===== config.mk =====
export PLATFORM = sky130hd
export DESIGN_NAME = scp_config_bank
export DESIGN_NICKNAME = d
export VERILOG_FILES = /design/src/hw/scp_pkg.sv /design/src/hw/scp_config_bank.sv
export VERILOG_INCLUDE_DIRS = /design/src /design/src/hw
export SDC_FILE = /design/constraint.sdc
export NUM_CORES = 1
export LEC_CHECK = 0
export ABC_AREA = 1
export BUFFER_PORTS_ARGS = -buffer_cell sky130_fd_sc_hd__clkbuf_2
export CORE_MARGIN = 5
export CORE_UTILIZATION = 44
export DETAILED_ROUTE_END_ITERATION = 8
export PLACE_DENSITY = 0.76
export SLEW_MARGIN = 0
export SYNTH_ARGS = -nofsm -noshare
export SYNTH_HDL_FRONTEND = slang
export SYNTH_SLANG_ARGS = --single-unit
export TNS_END_PERCENT = 20

===== constraint.sdc =====
create_clock -name pclk -period 1.63 [get_ports pclk]
set_input_delay 0.163 -clock pclk [delete_from_list [all_inputs] [get_ports pclk]]
set_output_delay 0.163 -clock pclk [all_outputs]
set_load 0.03 [all_outputs]

===== src/hw/scp_regs.svh =====
// Register offsets, field positions, reset values and timing counts of the configuration bank.
// Functional notes
// - Two-bit divider code selects divide by 1, 2, 4 or 8; resets to 0.
// - Bit 7 enables the peripheral subsystem clock; off after reset.
// - Sixteen pad driver bits: 0 open-drain, 1 push-pull; reset all zeros.
// - SPI routing bit 16 connects SPI to pads, removing plain GPIO use.
// - SPI routing bit 17 chooses one of two SPI pad sets.
// - USART routing bit 18 connects the USART to pads, removing plain GPIO use.
// - USART routing bits 20:19 choose one of four transmit/receive pad sets.
// - USART receive pad is always open-drain regardless of driver bits.
// - I2C routing bits 23:21: enable in low bit, pad set in upper two.
// - Both I2C pads are always open-drain regardless of driver bits.
// - Bit 30 ties the LIN transceiver transmit and receive lines to pads.
// - Bit 31 mirrors flash main area (0) or RAM (1) at address zero.
// - Bits 29:24 of the port configuration register read as zero.
// - Bits 7:0 give program section first page; all ones before loading.
// - Bits 15:8 give log section first page; all ones before loading.
// - Bits 26:16 give first debug-accessible RAM word; reset all ones.
// - Bits 31:28 report key lock, permanent lock and failed unlock count.
// - SPI set 0 uses pads 0,1,2,3; set 1 uses pads 9,10,11,12.
// - USART sets map transmit/receive to pads 4/8, 2/3, 6/7, 9/10.
// - I2C sets map to pads 11/12, 0/1, 4/5, 14/15; LIN uses 4 and 2.
// - Pad priority: LIN test, I2C, USART, SPI, then plain GPIO.
`ifndef SCP_REGS_SVH
`define SCP_REGS_SVH

`define SCP_ADDR_CLOCK_CONFIGURATION   32'h4000_0000
`define SCP_ADDR_MEMORY_AND_PORT_CFG   32'h4000_0004
`define SCP_ADDR_MEMORY_PARTITION_INFO 32'h4000_0008

`define SCP_CLK_DIV_LSB       0
`define SCP_CLK_GATE_BIT      7
`define SCP_DRIVER_LSB        0
`define SCP_SPI_LSB           16
`define SCP_USART_LSB         18
`define SCP_I2C_LSB           21
`define SCP_LIN_TEST_BIT      30
`define SCP_BOOT_SEL_BIT      31

`define SCP_PROG_PAGE_LSB     0
`define SCP_LOG_PAGE_LSB      8
`define SCP_RAM_BOUND_LSB     16
`define SCP_PROT_LSB          28

`define SCP_RST_PAGE          8'hFF
`define SCP_RST_RAM_BOUND     11'h7FF
`define SCP_RST_PROT          4'hF
`define SCP_RST_DIV           2'h0
`define SCP_DIV_MAX_COUNT     3'h7

`endif


===== src/hw/scp_pkg.sv =====
// Types shared by the configuration bank.
package scp_pkg;

  typedef struct packed {
    logic [3:0]  protection_scheme;
    logic [10:0] debug_ram_boundary;
    logic [7:0]  log_section_first_page;
    logic [7:0]  program_section_first_page;
  } scp_meminfo_s;

  typedef struct packed {
    logic        spi_csn;
    logic        spi_mosi;
    logic        spi_sclk;
    logic        usart_txd;
    logic        i2c_scl_low;
    logic        i2c_sda_low;
    logic        lin_txd;
  } scp_periph_out_s;

  typedef struct packed {
    logic        spi_miso;
    logic        usart_rxd;
    logic        i2c_scl;
    logic        i2c_sda;
    logic        lin_rxd;
  } scp_periph_in_s;

  typedef enum logic [2:0] {
    SCP_OWN_GPIO,
    SCP_OWN_SPI,
    SCP_OWN_USART,
    SCP_OWN_I2C,
    SCP_OWN_LIN
  } scp_owner_e;

endpackage : scp_pkg


===== src/hw/scp_config_bank.sv =====
// System configuration bank: clock divider, pad routing and memory information.
`timescale 1ns/1ps
`include "scp_regs.svh"

module scp_config_bank #(
  parameter int NUM_PADS = 16
) (
  // APB clock and reset.
  input  wire logic                          pclk,
  input  wire logic                          presetn,
  // APB slave.
  input  wire logic                          psel,
  input  wire logic                          penable,
  input  wire logic                          pwrite,
  input  wire logic [31:0]                   paddr,
  input  wire logic [31:0]                   pwdata,
  input  wire logic [3:0]                    pstrb,
  output logic      [31:0]                   prdata,
  output logic                               pready,
  output logic                               pslverr,
  // Clock control and boot memory select.
  output logic                               sys_clk_enable,
  output logic                               subsystem_clock_gate,
  output logic                               boot_memory_select,
  // Flash controller load port.
  input  wire logic                          meminfo_load,
  input  wire scp_pkg::scp_meminfo_s         meminfo_data,
  // Peripherals.
  input  wire scp_pkg::scp_periph_out_s      periph_out,
  output scp_pkg::scp_periph_in_s            periph_in,
  // GPIO module.
  input  wire logic [NUM_PADS-1:0]           gpio_out,
  input  wire logic [NUM_PADS-1:0]           gpio_drive,
  output logic      [NUM_PADS-1:0]           gpio_in,
  // Pads.
  input  wire logic [NUM_PADS-1:0]           pad_in,
  output logic      [NUM_PADS-1:0]           pad_out,
  output logic      [NUM_PADS-1:0]           pad_oe_n
);

  logic [1:0]              clock_divider_select;
  logic [NUM_PADS-1:0]     pad_driver_type_bits;
  logic [1:0]              spi_pad_routing;
  logic [2:0]              serial_port_pad_routing;
  logic [2:0]              two_wire_pad_routing;
  logic                    transceiver_test_bypass;
  scp_pkg::scp_meminfo_s   meminfo;
  logic [2:0]              div_count;
  logic [NUM_PADS-1:0]     pad_sync1;
  logic [NUM_PADS-1:0]     pad_sync2;
  scp_pkg::scp_owner_e     owner [NUM_PADS];
  logic [31:0]             next_prdata;
  logic                    wr_en;
  logic                    rd_en;
  logic                    hit_clk;
  logic                    hit_port;
  logic                    hit_info;

  assign hit_clk  = (paddr == `SCP_ADDR_CLOCK_CONFIGURATION);
  assign hit_port = (paddr == `SCP_ADDR_MEMORY_AND_PORT_CFG);
  assign hit_info = (paddr == `SCP_ADDR_MEMORY_PARTITION_INFO);
  assign wr_en    = psel && penable && pwrite;
  assign rd_en    = psel && penable && !pwrite;
  assign pready   = 1'b1;

  // Writes to the read-only bank or unmapped addresses answer with an error.
  assign pslverr  = psel && penable && !(hit_clk || hit_port || (hit_info && !pwrite));

  // Clock configuration; unused bits are not stored and read as zero.
  always_ff @(posedge pclk or negedge presetn) begin
    if (!presetn) begin
      clock_divider_select <= `SCP_RST_DIV;
      subsystem_clock_gate <= 1'b0;
    end else if (wr_en && hit_clk && pstrb[0]) begin
      clock_divider_select <= pwdata[`SCP_CLK_DIV_LSB +: 2];
      subsystem_clock_gate <= pwdata[`SCP_CLK_GATE_BIT];
    end
  end

  // Memory and port configuration, byte lane by byte lane.
  always_ff @(posedge pclk or negedge presetn) begin
    if (!presetn) begin
      pad_driver_type_bits    <= '0;
      spi_pad_routing         <= 2'h0;
      serial_port_pad_routing <= 3'h0;
      two_wire_pad_routing    <= 3'h0;
      transceiver_test_bypass <= 1'b0;
      boot_memory_select      <= 1'b0;
    end else if (wr_en && hit_port) begin
      if (pstrb[0]) begin
        pad_driver_type_bits[7:0] <= pwdata[7:0];
      end
      if (pstrb[1]) begin
        pad_driver_type_bits[NUM_PADS-1:8] <= pwdata[NUM_PADS-1:8];
      end
      if (pstrb[2]) begin
        spi_pad_routing         <= pwdata[`SCP_SPI_LSB +: 2];
        serial_port_pad_routing <= pwdata[`SCP_USART_LSB +: 3];
        two_wire_pad_routing    <= pwdata[`SCP_I2C_LSB +: 3];
      end
      if (pstrb[3]) begin
        transceiver_test_bypass <= pwdata[`SCP_LIN_TEST_BIT];
        boot_memory_select      <= pwdata[`SCP_BOOT_SEL_BIT];
      end
    end
  end

  // Memory information holds between flash loads.
  always_ff @(posedge pclk or negedge presetn) begin
    if (!presetn) begin
      meminfo.program_section_first_page <= `SCP_RST_PAGE;
      meminfo.log_section_first_page     <= `SCP_RST_PAGE;
      meminfo.debug_ram_boundary         <= `SCP_RST_RAM_BOUND;
      meminfo.protection_scheme          <= `SCP_RST_PROT;
    end else if (meminfo_load) begin
      meminfo <= meminfo_data;
    end
  end

  // Clock divider: one-cycle enable every 1, 2, 4 or 8 cycles.
  always_ff @(posedge pclk or negedge presetn) begin
    if (!presetn) begin
      div_count <= 3'h0;
    end else if (sys_clk_enable) begin
      div_count <= 3'h0;
    end else begin
      div_count <= div_count + 3'h1;
    end
  end

  always_comb begin
    sys_clk_enable = (div_count >= (`SCP_DIV_MAX_COUNT >> (3'h3 - {1'b0, clock_divider_select})));
  end

  // Register read data.
  always_comb begin
    next_prdata = 32'h0000_0000;
    if (hit_clk) begin
      next_prdata[`SCP_CLK_DIV_LSB +: 2] = clock_divider_select;
      next_prdata[`SCP_CLK_GATE_BIT]     = subsystem_clock_gate;
    end else if (hit_port) begin
      next_prdata[NUM_PADS-1:0]            = pad_driver_type_bits;
      next_prdata[`SCP_SPI_LSB +: 2]       = spi_pad_routing;
      next_prdata[`SCP_USART_LSB +: 3]     = serial_port_pad_routing;
      next_prdata[`SCP_I2C_LSB +: 3]       = two_wire_pad_routing;
      next_prdata[`SCP_LIN_TEST_BIT]       = transceiver_test_bypass;
      next_prdata[`SCP_BOOT_SEL_BIT]       = boot_memory_select;
    end else if (hit_info) begin
      next_prdata[`SCP_PROG_PAGE_LSB +: 8] = meminfo.program_section_first_page;
      next_prdata[`SCP_LOG_PAGE_LSB +: 8]  = meminfo.log_section_first_page;
      next_prdata[`SCP_RAM_BOUND_LSB +: 11] = meminfo.debug_ram_boundary;
      next_prdata[`SCP_PROT_LSB +: 4]      = meminfo.protection_scheme;
    end
  end

  // Read data is registered in the setup cycle and valid in the access cycle.
  always_ff @(posedge pclk or negedge presetn) begin
    if (!presetn) begin
      prdata <= 32'h0000_0000;
    end else if (psel && !penable && !pwrite) begin
      prdata <= next_prdata;
    end
  end

  // Pad inputs pass two flip-flops before any logic reads them.
  always_ff @(posedge pclk or negedge presetn) begin
    if (!presetn) begin
      pad_sync1 <= '0;
      pad_sync2 <= '0;
    end else begin
      pad_sync1 <= pad_in;
      pad_sync2 <= pad_sync1;
    end
  end

  // Pad ownership by fixed priority, lowest first so higher ones overwrite.
  always_comb begin
    for (int p = 0; p < NUM_PADS; p++) begin
      owner[p] = scp_pkg::SCP_OWN_GPIO;
    end
    if (spi_pad_routing[0]) begin
      if (!spi_pad_routing[1]) begin
        for (int p = 0; p < 4; p++) owner[p] = scp_pkg::SCP_OWN_SPI;
      end else begin
        for (int p = 9; p < 13; p++) owner[p] = scp_pkg::SCP_OWN_SPI;
      end
    end
    if (serial_port_pad_routing[0]) begin
      case (serial_port_pad_routing[2:1])
        2'h0: begin owner[4] = scp_pkg::SCP_OWN_USART; owner[8]  = scp_pkg::SCP_OWN_USART; end
        2'h1: begin owner[2] = scp_pkg::SCP_OWN_USART; owner[3]  = scp_pkg::SCP_OWN_USART; end
        2'h2: begin owner[6] = scp_pkg::SCP_OWN_USART; owner[7]  = scp_pkg::SCP_OWN_USART; end
        default: begin owner[9] = scp_pkg::SCP_OWN_USART; owner[10] = scp_pkg::SCP_OWN_USART; end
      endcase
    end
    if (two_wire_pad_routing[0]) begin
      case (two_wire_pad_routing[2:1])
        2'h0: begin owner[11] = scp_pkg::SCP_OWN_I2C; owner[12] = scp_pkg::SCP_OWN_I2C; end
        2'h1: begin owner[0]  = scp_pkg::SCP_OWN_I2C; owner[1]  = scp_pkg::SCP_OWN_I2C; end
        2'h2: begin owner[4]  = scp_pkg::SCP_OWN_I2C; owner[5]  = scp_pkg::SCP_OWN_I2C; end
        default: begin owner[14] = scp_pkg::SCP_OWN_I2C; owner[15] = scp_pkg::SCP_OWN_I2C; end
      endcase
    end
    if (transceiver_test_bypass) begin
      owner[4] = scp_pkg::SCP_OWN_LIN;
      owner[2] = scp_pkg::SCP_OWN_LIN;
    end
  end

  // Pad drive. An open-drain pad only enables its driver to pull low.
  always_comb begin
    logic pp;
    logic val;
    logic drv;
    pp  = 1'b0;
    val = 1'b0;
    drv = 1'b0;
    for (int p = 0; p < NUM_PADS; p++) begin
      pp  = pad_driver_type_bits[p];
      val = 1'b0;
      drv = 1'b0;
      case (owner[p])
        scp_pkg::SCP_OWN_SPI: begin
          drv = (p != 2) && (p != 11);
          val = (p == 0 || p == 9)  ? periph_out.spi_csn  :
                (p == 1 || p == 10) ? periph_out.spi_mosi : periph_out.spi_sclk;
        end
        scp_pkg::SCP_OWN_USART: begin
          // Pins 8, 3, 7, 10 carry receive: open-drain, released high.
          if (p == 8 || p == 3 || p == 7 || p == 10) begin
            pp  = 1'b0;
            val = 1'b1;
          end else begin
            val = periph_out.usart_txd;
          end
          drv = 1'b1;
        end
        scp_pkg::SCP_OWN_I2C: begin
          pp  = 1'b0;
          drv = 1'b1;
          val = (p == 11 || p == 0 || p == 4 || p == 14) ?
                !periph_out.i2c_scl_low : !periph_out.i2c_sda_low;
        end
        scp_pkg::SCP_OWN_LIN: begin
          drv = (p == 4);
          val = periph_out.lin_txd;
        end
        scp_pkg::SCP_OWN_GPIO: begin
          drv = gpio_drive[p];
          val = gpio_out[p];
        end
        default: begin
          drv = 1'b0;
        end
      endcase
      pad_out[p]  = val;
      pad_oe_n[p] = !(drv && (pp || !val));
    end
  end

  // Inputs back to peripherals and GPIO.
  always_comb begin
    periph_in = '{spi_miso: 1'b1, usart_rxd: 1'b1, i2c_scl: 1'b1, i2c_sda: 1'b1, lin_rxd: 1'b1};
    for (int p = 0; p < NUM_PADS; p++) begin
      gpio_in[p] = (owner[p] == scp_pkg::SCP_OWN_GPIO) ? pad_sync2[p] : 1'b0;
      if (owner[p] == scp_pkg::SCP_OWN_SPI && (p == 2 || p == 11)) begin
        periph_in.spi_miso = pad_sync2[p];
      end
      if (owner[p] == scp_pkg::SCP_OWN_USART && (p == 8 || p == 3 || p == 7 || p == 10)) begin
        periph_in.usart_rxd = pad_sync2[p];
      end
      if (owner[p] == scp_pkg::SCP_OWN_I2C) begin
        if (p == 11 || p == 0 || p == 4 || p == 14) begin
          periph_in.i2c_scl = pad_sync2[p];
        end else begin
          periph_in.i2c_sda = pad_sync2[p];
        end
      end
      if (owner[p] == scp_pkg::SCP_OWN_LIN && p == 2) begin
        periph_in.lin_rxd = pad_sync2[p];
      end
    end
  end

endmodule : scp_config_bank


-- Word level (Yosys, flattened, before mapping)
Index checks and enable logic that the tools add are counted.
W data, S select, Z words.
- flip-flop bits (word level): 126
- word-level logic and storage cells: 324
- output and inout port bits: 90
- multiplexer cells: 114
- shift-type cells: 1
- $add $sub $neg: 2
- eq/ne operators: 67
- reductions and logical operators: 122
- order comparisons: 1
- operators by type and width (kind ; count):
    $eq A32 B31 Y1 const B ; 3
    $eq A3 B2 Y1 const B ; 26
    $pmux W1 S5 ; 15
    $mux W1 ; 49
    $mux W6 ; 8
    $logic_not A3 Y1 ; 15
    $reduce_or A3 Y1 ; 14
    $mux W10 ; 4
    $eq A3 B1 Y1 const B ; 13
    $eq A3 B3 Y1 const B ; 13
    $logic_not A1 Y1 ; 37
    $pmux W1 S2 ; 15
    $mux W27 ; 1
    $logic_and A1 B1 Y1 ; 25
    $mux W24 ; 1
    $mux W5 ; 4
    $mux W19 ; 1
    $logic_or A1 B1 Y1 ; 18
    $mux W2 ; 8
    $mux W14 ; 1
    $eq A2 B2 Y1 const B ; 6
    $mux W3 ; 4
    $reduce_or A2 Y1 ; 6
    $mux W9 ; 1
    other kinds (10) ; 19

-- Logic depth before layout (Yosys ltp)
Gate-level depths: netlist of the first run.
- word-level depth: 20
- depth in mapped cells: 14
- mapped depth without buffers: 14

-- Worst setup path before layout of the first run
No wires, ideal clock.
- kind: register to output
- from: register two_wire_pad_routing[2]
- to: output pad_oe_n[12]
- slack: -0.732 ns
- path buffers: 0
- stages on the path, launching flop included: 13
- arrival time: 2.199 ns
- cells stage by stage: dfrtp_1 > inv_1 > nand2_1 > nor2_2 > nor2_1 > inv_1 > ha_1 > nand2_1 > nand2_1 > a21oi_1 > a21oi_1 > nand2_1 > o21ai_0
- cells in the longest elaborated chain, start to end: 9
- ends and longest elaborated chain (what ; RTL line ; RTL):
    start, declared ; scp_config_bank.sv:45 ; logic [2:0] two_wire_pad_routing;
    start signal, assigned ; scp_config_bank.sv:99 ; two_wire_pad_routing <= pwdata[`SCP_I2C_LSB +: 3];
    $logic_not A2 Y1 * ; scp_config_bank.sv:197 ; case (two_wire_pad_routing[2:1])
    $mux W6 * ; scp_config_bank.sv:197 ;
    $mux W6 * ; scp_config_bank.sv:196 ; if (two_wire_pad_routing[0]) begin
    $eq A3 B3 Y1 (tied with other cells) ; scp_config_bank.sv:222 ; case (owner[p])
    $pmux W1 S5 * ; scp_config_bank.sv:222 ;
    via pad_out[12] ; scp_config_bank.sv:37 ; output logic [NUM_PADS-1:0] pad_out,
    $logic_not A1 Y1 * ; scp_config_bank.sv:257 ; pad_oe_n[p] = !(drv && (pp || !val));
    $logic_or A1 B1 Y1 * ; scp_config_bank.sv:257 ;
    $logic_and A1 B1 Y1 * ; scp_config_bank.sv:257 ;
    $logic_not A1 Y1 * ; scp_config_bank.sv:257 ;
    end, declared ; scp_config_bank.sv:38 ; output logic [NUM_PADS-1:0] pad_oe_n
The timed path passes the listed nets; every way through them passes the cells marked *.

-- Worst setup path after layout of the first run
- from: register spi_pad_routing[1]
- to: output pad_oe_n[3]
- cells in the longest elaborated chain, start to end: 10
- ends and longest elaborated chain (what ; RTL line ; RTL):
    start, declared ; scp_config_bank.sv:43 ; logic [1:0] spi_pad_routing;
    start signal, assigned ; scp_config_bank.sv:97 ; spi_pad_routing <= pwdata[`SCP_SPI_LSB +: 2];
    $mux W10 * ; scp_config_bank.sv:182 ; if (!spi_pad_routing[1]) begin
    $mux W10 * ; scp_config_bank.sv:181 ; if (spi_pad_routing[0]) begin
    $mux W6 ; scp_config_bank.sv:189 ; case (serial_port_pad_routing[2:1])
    $mux W9 * ; scp_config_bank.sv:188 ; if (serial_port_pad_routing[0]) begin
    $eq A3 B3 Y1 (tied with other cells) ; scp_config_bank.sv:222 ;
    $pmux W1 S5 / $reduce_or A2 Y1 (equally long branches) ; n/a ;
    $logic_not A1 Y1 / $mux W1 (equally long branches) ; n/a ;
    $logic_or A1 B1 Y1 ; scp_config_bank.sv:257 ;
    $logic_and A1 B1 Y1 * ; scp_config_bank.sv:257 ;
    $logic_not A1 Y1 * ; scp_config_bank.sv:257 ;
Every way passes the cells marked *; elsewhere a longest branch is shown, timed or not.

==> results.md, run 1 <==
- Outcome: complete, but fails checks
- Violated checks: negative setup slack
- Synth top area share: 37.3%
- Final GP Congestion: 0.889
- YS warnings: 0
- TritonCTS clock tree: built
- Die Area: 17000 sq um
- Num rows: 44
- Unrepaired setup endpoints after global routing: yes
- DP Area: 8340 sq um
- Asr flop ratio synth: 100%
- Mapped Area: 6370 sq um
- Die X: 130 um
- Initial core utilization: 44.3%
- Share of layout cells above drive strength 1: 43.0%
- WHS Endpoint: spi_pad_routing[1]
- Worst hold stages: 3
- CTS max path bufs: 2
- Hpwl dp: 15.0 mm
- Via count: 6942
- Sequential fraction of the synthesis area: 50.1%
- Top FF cell, synth: dfrtp_1
- Via/cell ratio: 5.01
- Wl on met1: 8.79 mm
- Clk slew on worst S/H paths: 0.05 ns
- Num CTS Buffers: 17
- Leakage Power: 0.00565 uW
- Largest net degree at the start of global routing: 71
- Worst Path Required: 1.47 ns
- Initial antenna violation count: 0
- Total grt overflow: 0
- Worst R2R Start: clock_divider_select[1]
- Period utilization: 148%
- Post-synth EDFFs: 0
- Chip height: 130 um
- Final Power: 8310 uW
- Slew @ Worst Pin: 0.793 ns
- CP max stage cell: dfrtp_1
- Type of the worst setup path: flip-flop to output pin
- Synthesized net count: 979
- Startpoint Class: flip-flop
- Peak VDD IR: 0.000604 V
- Syn avg cell area: 7.98 sq um
- Setup TNS: -23.50 ns
- Final Net Count: 1371
- Clock Sinks: 126
- Crit Reg-Reg Endpoint: div_count[0]
- Area delta synth->final: 68.1%
- Core area: 14400 sq um
- Total GRT Usage: 26.5%
- Drt wl/cell: 17.2 um
- Cell area power density: 777 nW/um^2
- Final worst slack: -0.787 ns
- Worst EP arrival: 2.25 ns
- Final setup violation count: 50
- Fin Clk Skew: 0.00653 ns
- DR WL met3: 1.63 mm
- Pre-Repair DR Iteration Count: 6
- N_diodes: 0
- Slew Viols, Final: 0
- R2R cell count: 7
- Clk_lat worst skew: 0.42 ns
- Max stage delay on crit path: 0.40 ns
- DRT iter0 DRCs: 368
- Worst slack, placed: -0.372 ns
- Fillers: 946
- Crit. End Element: output pin
- Max_slew headroom: 46.8%
- H-tree levels: 4
- Final ANT Viol Nets: 0
- Ranking of synthesized cells by area: dfrtp_1, nand2_1, dfstp_2
- Post-route cell area: 10700 sq um
- WHS: 0.0116 ns
- Post-synthesis cell count: 798
- CP Cell Sequence: or2_4 > inv_4 > nand2_4 > buf_4 > ha_4 > a21oi_2 > o211ai_1 > nand2_1 > o21ai_4 > buf_8
- CP Max Fanout: 3
- Max Fclk: 0.414 GHz
- CTS root buf: clkbuf_16
- Wire length on met2: 12.4 mm
- Leading area contributor after synthesis: dfrtp_1
- DR top layer: met4
- DR DRC count: 0
- # IOs: 250
- Number of global-route vias before repair: 6971
- Final WL: 23.9 mm
- First-pass GRT wire length: 34.6 mm
- FF+latch count, synth: 126
- Worst Hold Class: input pin to flip-flop
- Max-Cap Viols: 0
- Port Buffers: 241
- Yosys cell types: 36
- Reg2Reg Setup Slack: 0.19 ns
- Min-delay src: pwdata[17]
- Final Hold Fails: 0
- Fin crit period: 2.42 ns
repair_timing:
item | 4_1_cts | 5_1_grt
setup buffers | 10 | 11
endpoints found under the hold margin | 164 | 0
endpoints found under the setup margin | 50 | 51
pin swaps | 32 | 19
hold buffers | 70 | 0
gates cloned | 0 | 0
gates resized for setup | 169 | 104
cells by family (layout without fill, tap and decap cells):
| kind of cell | count (synthesis) | in the layout | synth area share (%) |
|---|---|---|---|
| fa+ha+maj | 21 | 21 | 4.12 |
| flops | 126 | 126 | 50.1 |
| other cells | 2 | 2 | 0.118 |
| buf+inv | 146 | 551 | 9.33 |
| xor+xnor | 1 | 1 | 0.138 |
| compound gates | 95 | 95 | 8.05 |
| mux | 6 | 6 | 1.06 |
| simple gates | 401 | 401 | 27.1 |
where the power goes:
part / leakage, uW / switching (uW) / internal, uW
clock: 0.000301 / 1350 / 2600
sequential: 0.00158 / 43.9 / 3290
combinational: 0.00377 / 542 / 481
state kept, by name, summed over array words and instances, names as in the netlist:
register,count
pad_sync1,16
prdata,31
pad_driver_type_bits,16
subsystem_clock_gate,1
boot_memory_select,1
clock_divider_select,2
pad_sync2,16
two_wire_pad_routing,3
spi_pad_routing,2
serial_port_pad_routing,3
meminfo,31
transceiver_test_bypass,1
div_count,3
cell usage in the layout, fill, tap and decap left out, drive strengths merged, types with 2 or more instances in the layout:
master / netlist / final
a21oi: 9 / 9
and2: 2 / 2
buf: 15 / 123
bufinv: 0 / 3
clkbuf: 14 / 235
clkinv: 1 / 3
conb: 2 / 2
dfrtp: 95 / 95
dfstp: 31 / 31
dlygate4sd3: 0 / 70
ha: 21 / 21
inv: 116 / 116
mux2: 6 / 6
nand2: 276 / 276
nand3: 71 / 71
nand3b: 3 / 3
nand4: 9 / 9
nor2: 33 / 33
nor3: 3 / 3
o211ai: 8 / 8
o21ai: 71 / 71
o31ai: 5 / 5
or2: 3 / 3
worst max path at each step:
stage / slack, ns / cells after the start / from / endpoint
4_1_cts: -0.66 / 13 / spi_pad_routing[1] / periph_in[1]
5_1_grt: -0.86 / 12 / spi_pad_routing[1] / periph_in[1]
2_1_floorplan: -0.42 / 10 / spi_pad_routing[0] / pad_oe_n[3]
6_report: -0.79 / 10 / spi_pad_routing[1] / pad_oe_n[3]
3_3_place_gp: -0.29 / 14 / spi_pad_routing[0] / periph_in[1]
3_5_place_dp: -0.37 / 14 / serial_port_pad_routing[2] / periph_in[1]
synth_stat cells (all sizes together) (6+ instances only):
cell and n:
nand4 9, clkbuf 14, nand3 71, a21oi 9
mux2 6, ha 21, buf 15, o211ai 8
nand2 276, dfrtp 95, o21ai 71, inv 116
nor2 33, dfstp 31
stage by stage:
stage / util (%) / instances
global placement: 58.1 / 1264
global route: 74.5 / 1387
detailed placement: 58.1 / 1264
CTS: 71.9 / 1376
floorplan: - / 798
finish: 74.5 / 1387
final cells by class:
class,instances,area (sq um),area share [%]
clock buffers,26,509,4.76
flip-flops and latches,126,3190,29.8
clock inverters,6,108,1.01
repair buffers,402,3080,28.8
multi-input cells,526,3110,29.1
inverters,117,467,4.36
well taps,184,230,2.15
layer usage:
| layer | track usage, % | vias to the layer above |
|---|---|---|
| li1 | - | 3289 |
| met1 | 30.0 | 3236 |
| met2 | 47.5 | 328 |
| met3 | 6.67 | 89 |
| met4 | 10.6 | 0 |
| met5 | 0 | - |
worst max-delay path, delay by kind of cell, from the launching register on:
kind / cells / cell delay (ns)
AO/OA/AOI/OAI: 3 / 0.39
AND/OR/NAND/NOR: 3 / 0.50
flip-flops: 1 / 0.40
buffers and inverters: 3 / 0.36
adder cells (fa/ha/maj): 1 / 0.17
No activity file was read; power rests on OpenSTA's default activity.
==> run 2: changes to the inputs <==
Settings changed: CORE_UTILIZATION 44 to 41, PLACE_DENSITY 0.76 to 0.72.
==> run 2 against run 1 <==
  * The run still ends with negative setup slack left
  * Clock-buffer cell count is 2 lower
  * Sequential share of layout area is 0.38 points higher
  * Clock power is 4% lower
  * Register-to-register slack hardly changed
  * Design area is 1.2% lower
  * Via count is 1.7% lower
  * Setup slack worse by 0.013 ns
  * Cell count hardly changed
  * Critical path depth is 4 higher
  * Critical path type unchanged
  * Critical endpoint is now periph_in[1]
==> results.md, run 2 (synthesized netlist as in run 1, its figures left out) <==
- Outcome: complete, but fails checks
- Violated checks: negative setup slack
- CP bufs+invs: 3
- Unrepaired setup endpoints after global routing: yes
- Worst EP arrival: 2.27 ns
- Most used cell, CP: nand2_1
- H-tree levels: 4
- Port Buffers: 241
- DRT iter0 DRCs: 308
- Clk slew on worst S/H paths: 0.05 ns
- Leakage Power: 0.00560 uW
- CP Cell Sequence: inv_2 > nand2_4 > nor2_2 > inv_1 > nand2_1 > ha_2 > nand3b_1 > o211ai_1 > nand2_1 > o21ai_1 > nand2_1 > nand2_1 > nand2_2 > buf_8
- DR DRC count: 0
- Final Net Count: 1368
- Slew Viols, Final: 0
- Worst slack, placed: -0.309 ns
- Die Area: 18100 sq um
- Initial antenna violation count: 1
- Total GRT Usage: 23.3%
- Total grt overflow: 0
- Worst Hold Class: input pin to flip-flop
- First-pass GRT wire length: 33.5 mm
- Largest net degree at the start of global routing: 41
- Drt wl/cell: 16.3 um
- Core area: 15200 sq um
- Final worst slack: -0.799 ns
- Area delta synth->final: 66.0%
- Reg2Reg Setup Slack: 0.20 ns
- Clock Sinks: 126
- Commonest cells after routing, fill and taps aside: nand2_1, clkbuf_2, dfrtp_1
- Clk_lat worst skew: 0.41 ns
- Fillers: 1115
- Num rows: 45
- Fin Clk Skew: 0.00585 ns
- Pre-Repair DR Iteration Count: 5
- Setup TNS: -20.81 ns
- Fin cells: 1388
- Initial core utilization: 41.9%
- Crit-path leading delay family: simple AND/OR/NAND/NOR gates
- Final Hold Fails: 0
- Type of the worst setup path: flip-flop to output pin
- Crit. End Element: output pin
- # IOs: 250
- Final GP Congestion: 0.863
- Hpwl dp: 15.2 mm
- Final Core Density: 69.6%
- Via/cell ratio: 4.92
- Multi-input logic area: 3080 sq um
- Worst Path Required: 1.47 ns
- Via count: 6824
- Die X: 135 um
- Startpoint Class: flip-flop
- CTS max path bufs: 2
- Most common cell after layout, fill and taps aside: nand2_1
- Chip height: 135 um
- WHS: 0.0117 ns
- Placed Cells: 1274
- Max Fclk: 0.412 GHz
- Register area: 3190 sq um
- CTS root buf: clkbuf_16
- Final WL: 22.6 mm
- Cell area power density: 772 nW/um^2
- Max-Cap Viols: 0
- CP Max Fanout: 3
- Fin crit period: 2.43 ns
- CP max stage cell: dfrtp_1
- Num CTS Buffers: 17
- Number of global-route vias before repair: 6746
- Final setup violation count: 49
- TritonCTS clock tree: built
- Peak VDD IR: 0.000633 V
- Period utilization: 149%
- Max stage delay on crit path: 0.38 ns
- Largest regs: meminfo: 31 flops, prdata: 31 flops
- Final ANT Viol Nets: 0
- Share of layout cells above drive strength 1: 42.8%
[run 2: cell count changes in the layout (fill, tap and decap cells not counted), moves of 3 or more]
cell           previous run  this run
clkbuf_8                 16         7
buf_4                    71        83
dlygate4sd3_1            70        65
ha_1                      5         8
buf_6                    30        27
ha_4                     13        10
[run 2: area by class of cell]
type / instances / area share [%]
clock buffer: 24 / 4.46
timing repair buffer: 399 / 28.5
multi-input combinational: 526 / 29.1
tap: 188 / 2.22
antenna: 1 / 0.0237
sequential: 126 / 30.2
inverter: 117 / 4.34
clock inverter: 7 / 1.08
[run 2: tightest hold or removal path, delay by kind of cell]
| family | cells | cell delay [ns] |
|---|---|---|
| AND/OR/NAND/NOR | 2 | 0.13 |
| buffers and inverters | 1 | 0.08 |
[run 2: metal layers]
| layer | routed length [um] | global-route usage [%] |
|---|---|---|
| met5 | 0 | 0 |
| met4 | 935 | 8.43 |
| met3 | 1330 | 5.07 |
| met2 | 11800 | 41.5 |
| met1 | 8560 | 27.8 |
[run 2: repair_timing]
action / in CTS / in global routing
hold buffers: 65 / 0
hold endpoints to repair: 104 / 0
gates cloned: 0 / 0
endpoints found under the setup margin: 50 / 50
resized for setup: 163 / 93
setup buffers: 9 / 8
pin swaps: 22 / 24
[run 2: final timing paths]
path / from / end / cells past startpoint
min reg2reg: pad_sync1[6] / pad_sync2[6] / 0
min in group asynchronous: presetn / pad_sync1[13] / 2
min: pwdata[9] / pad_driver_type_bits[9] / 3
max in group asynchronous: presetn / meminfo[9] / 3
max reg2reg: clock_divider_select[1] / div_count[0] / 7
max: two_wire_pad_routing[2] / periph_in[1] / 14
[run 2: per-stage QoR]
stage,total power (uW),area [sq um]
after global placement,4140,8420
after CTS,8140,10300
final,8160,10600
after global routing,8450,10600
after floorplan,3740,6470
after detailed placement,4150,8420
[run 2: power breakdown]
group	leakage [uW]	switching, uW	internal [uW]
Clock	0.000288	1330	2470
Combinational	0.00373	538	487
Sequential	0.00158	41.8	3290
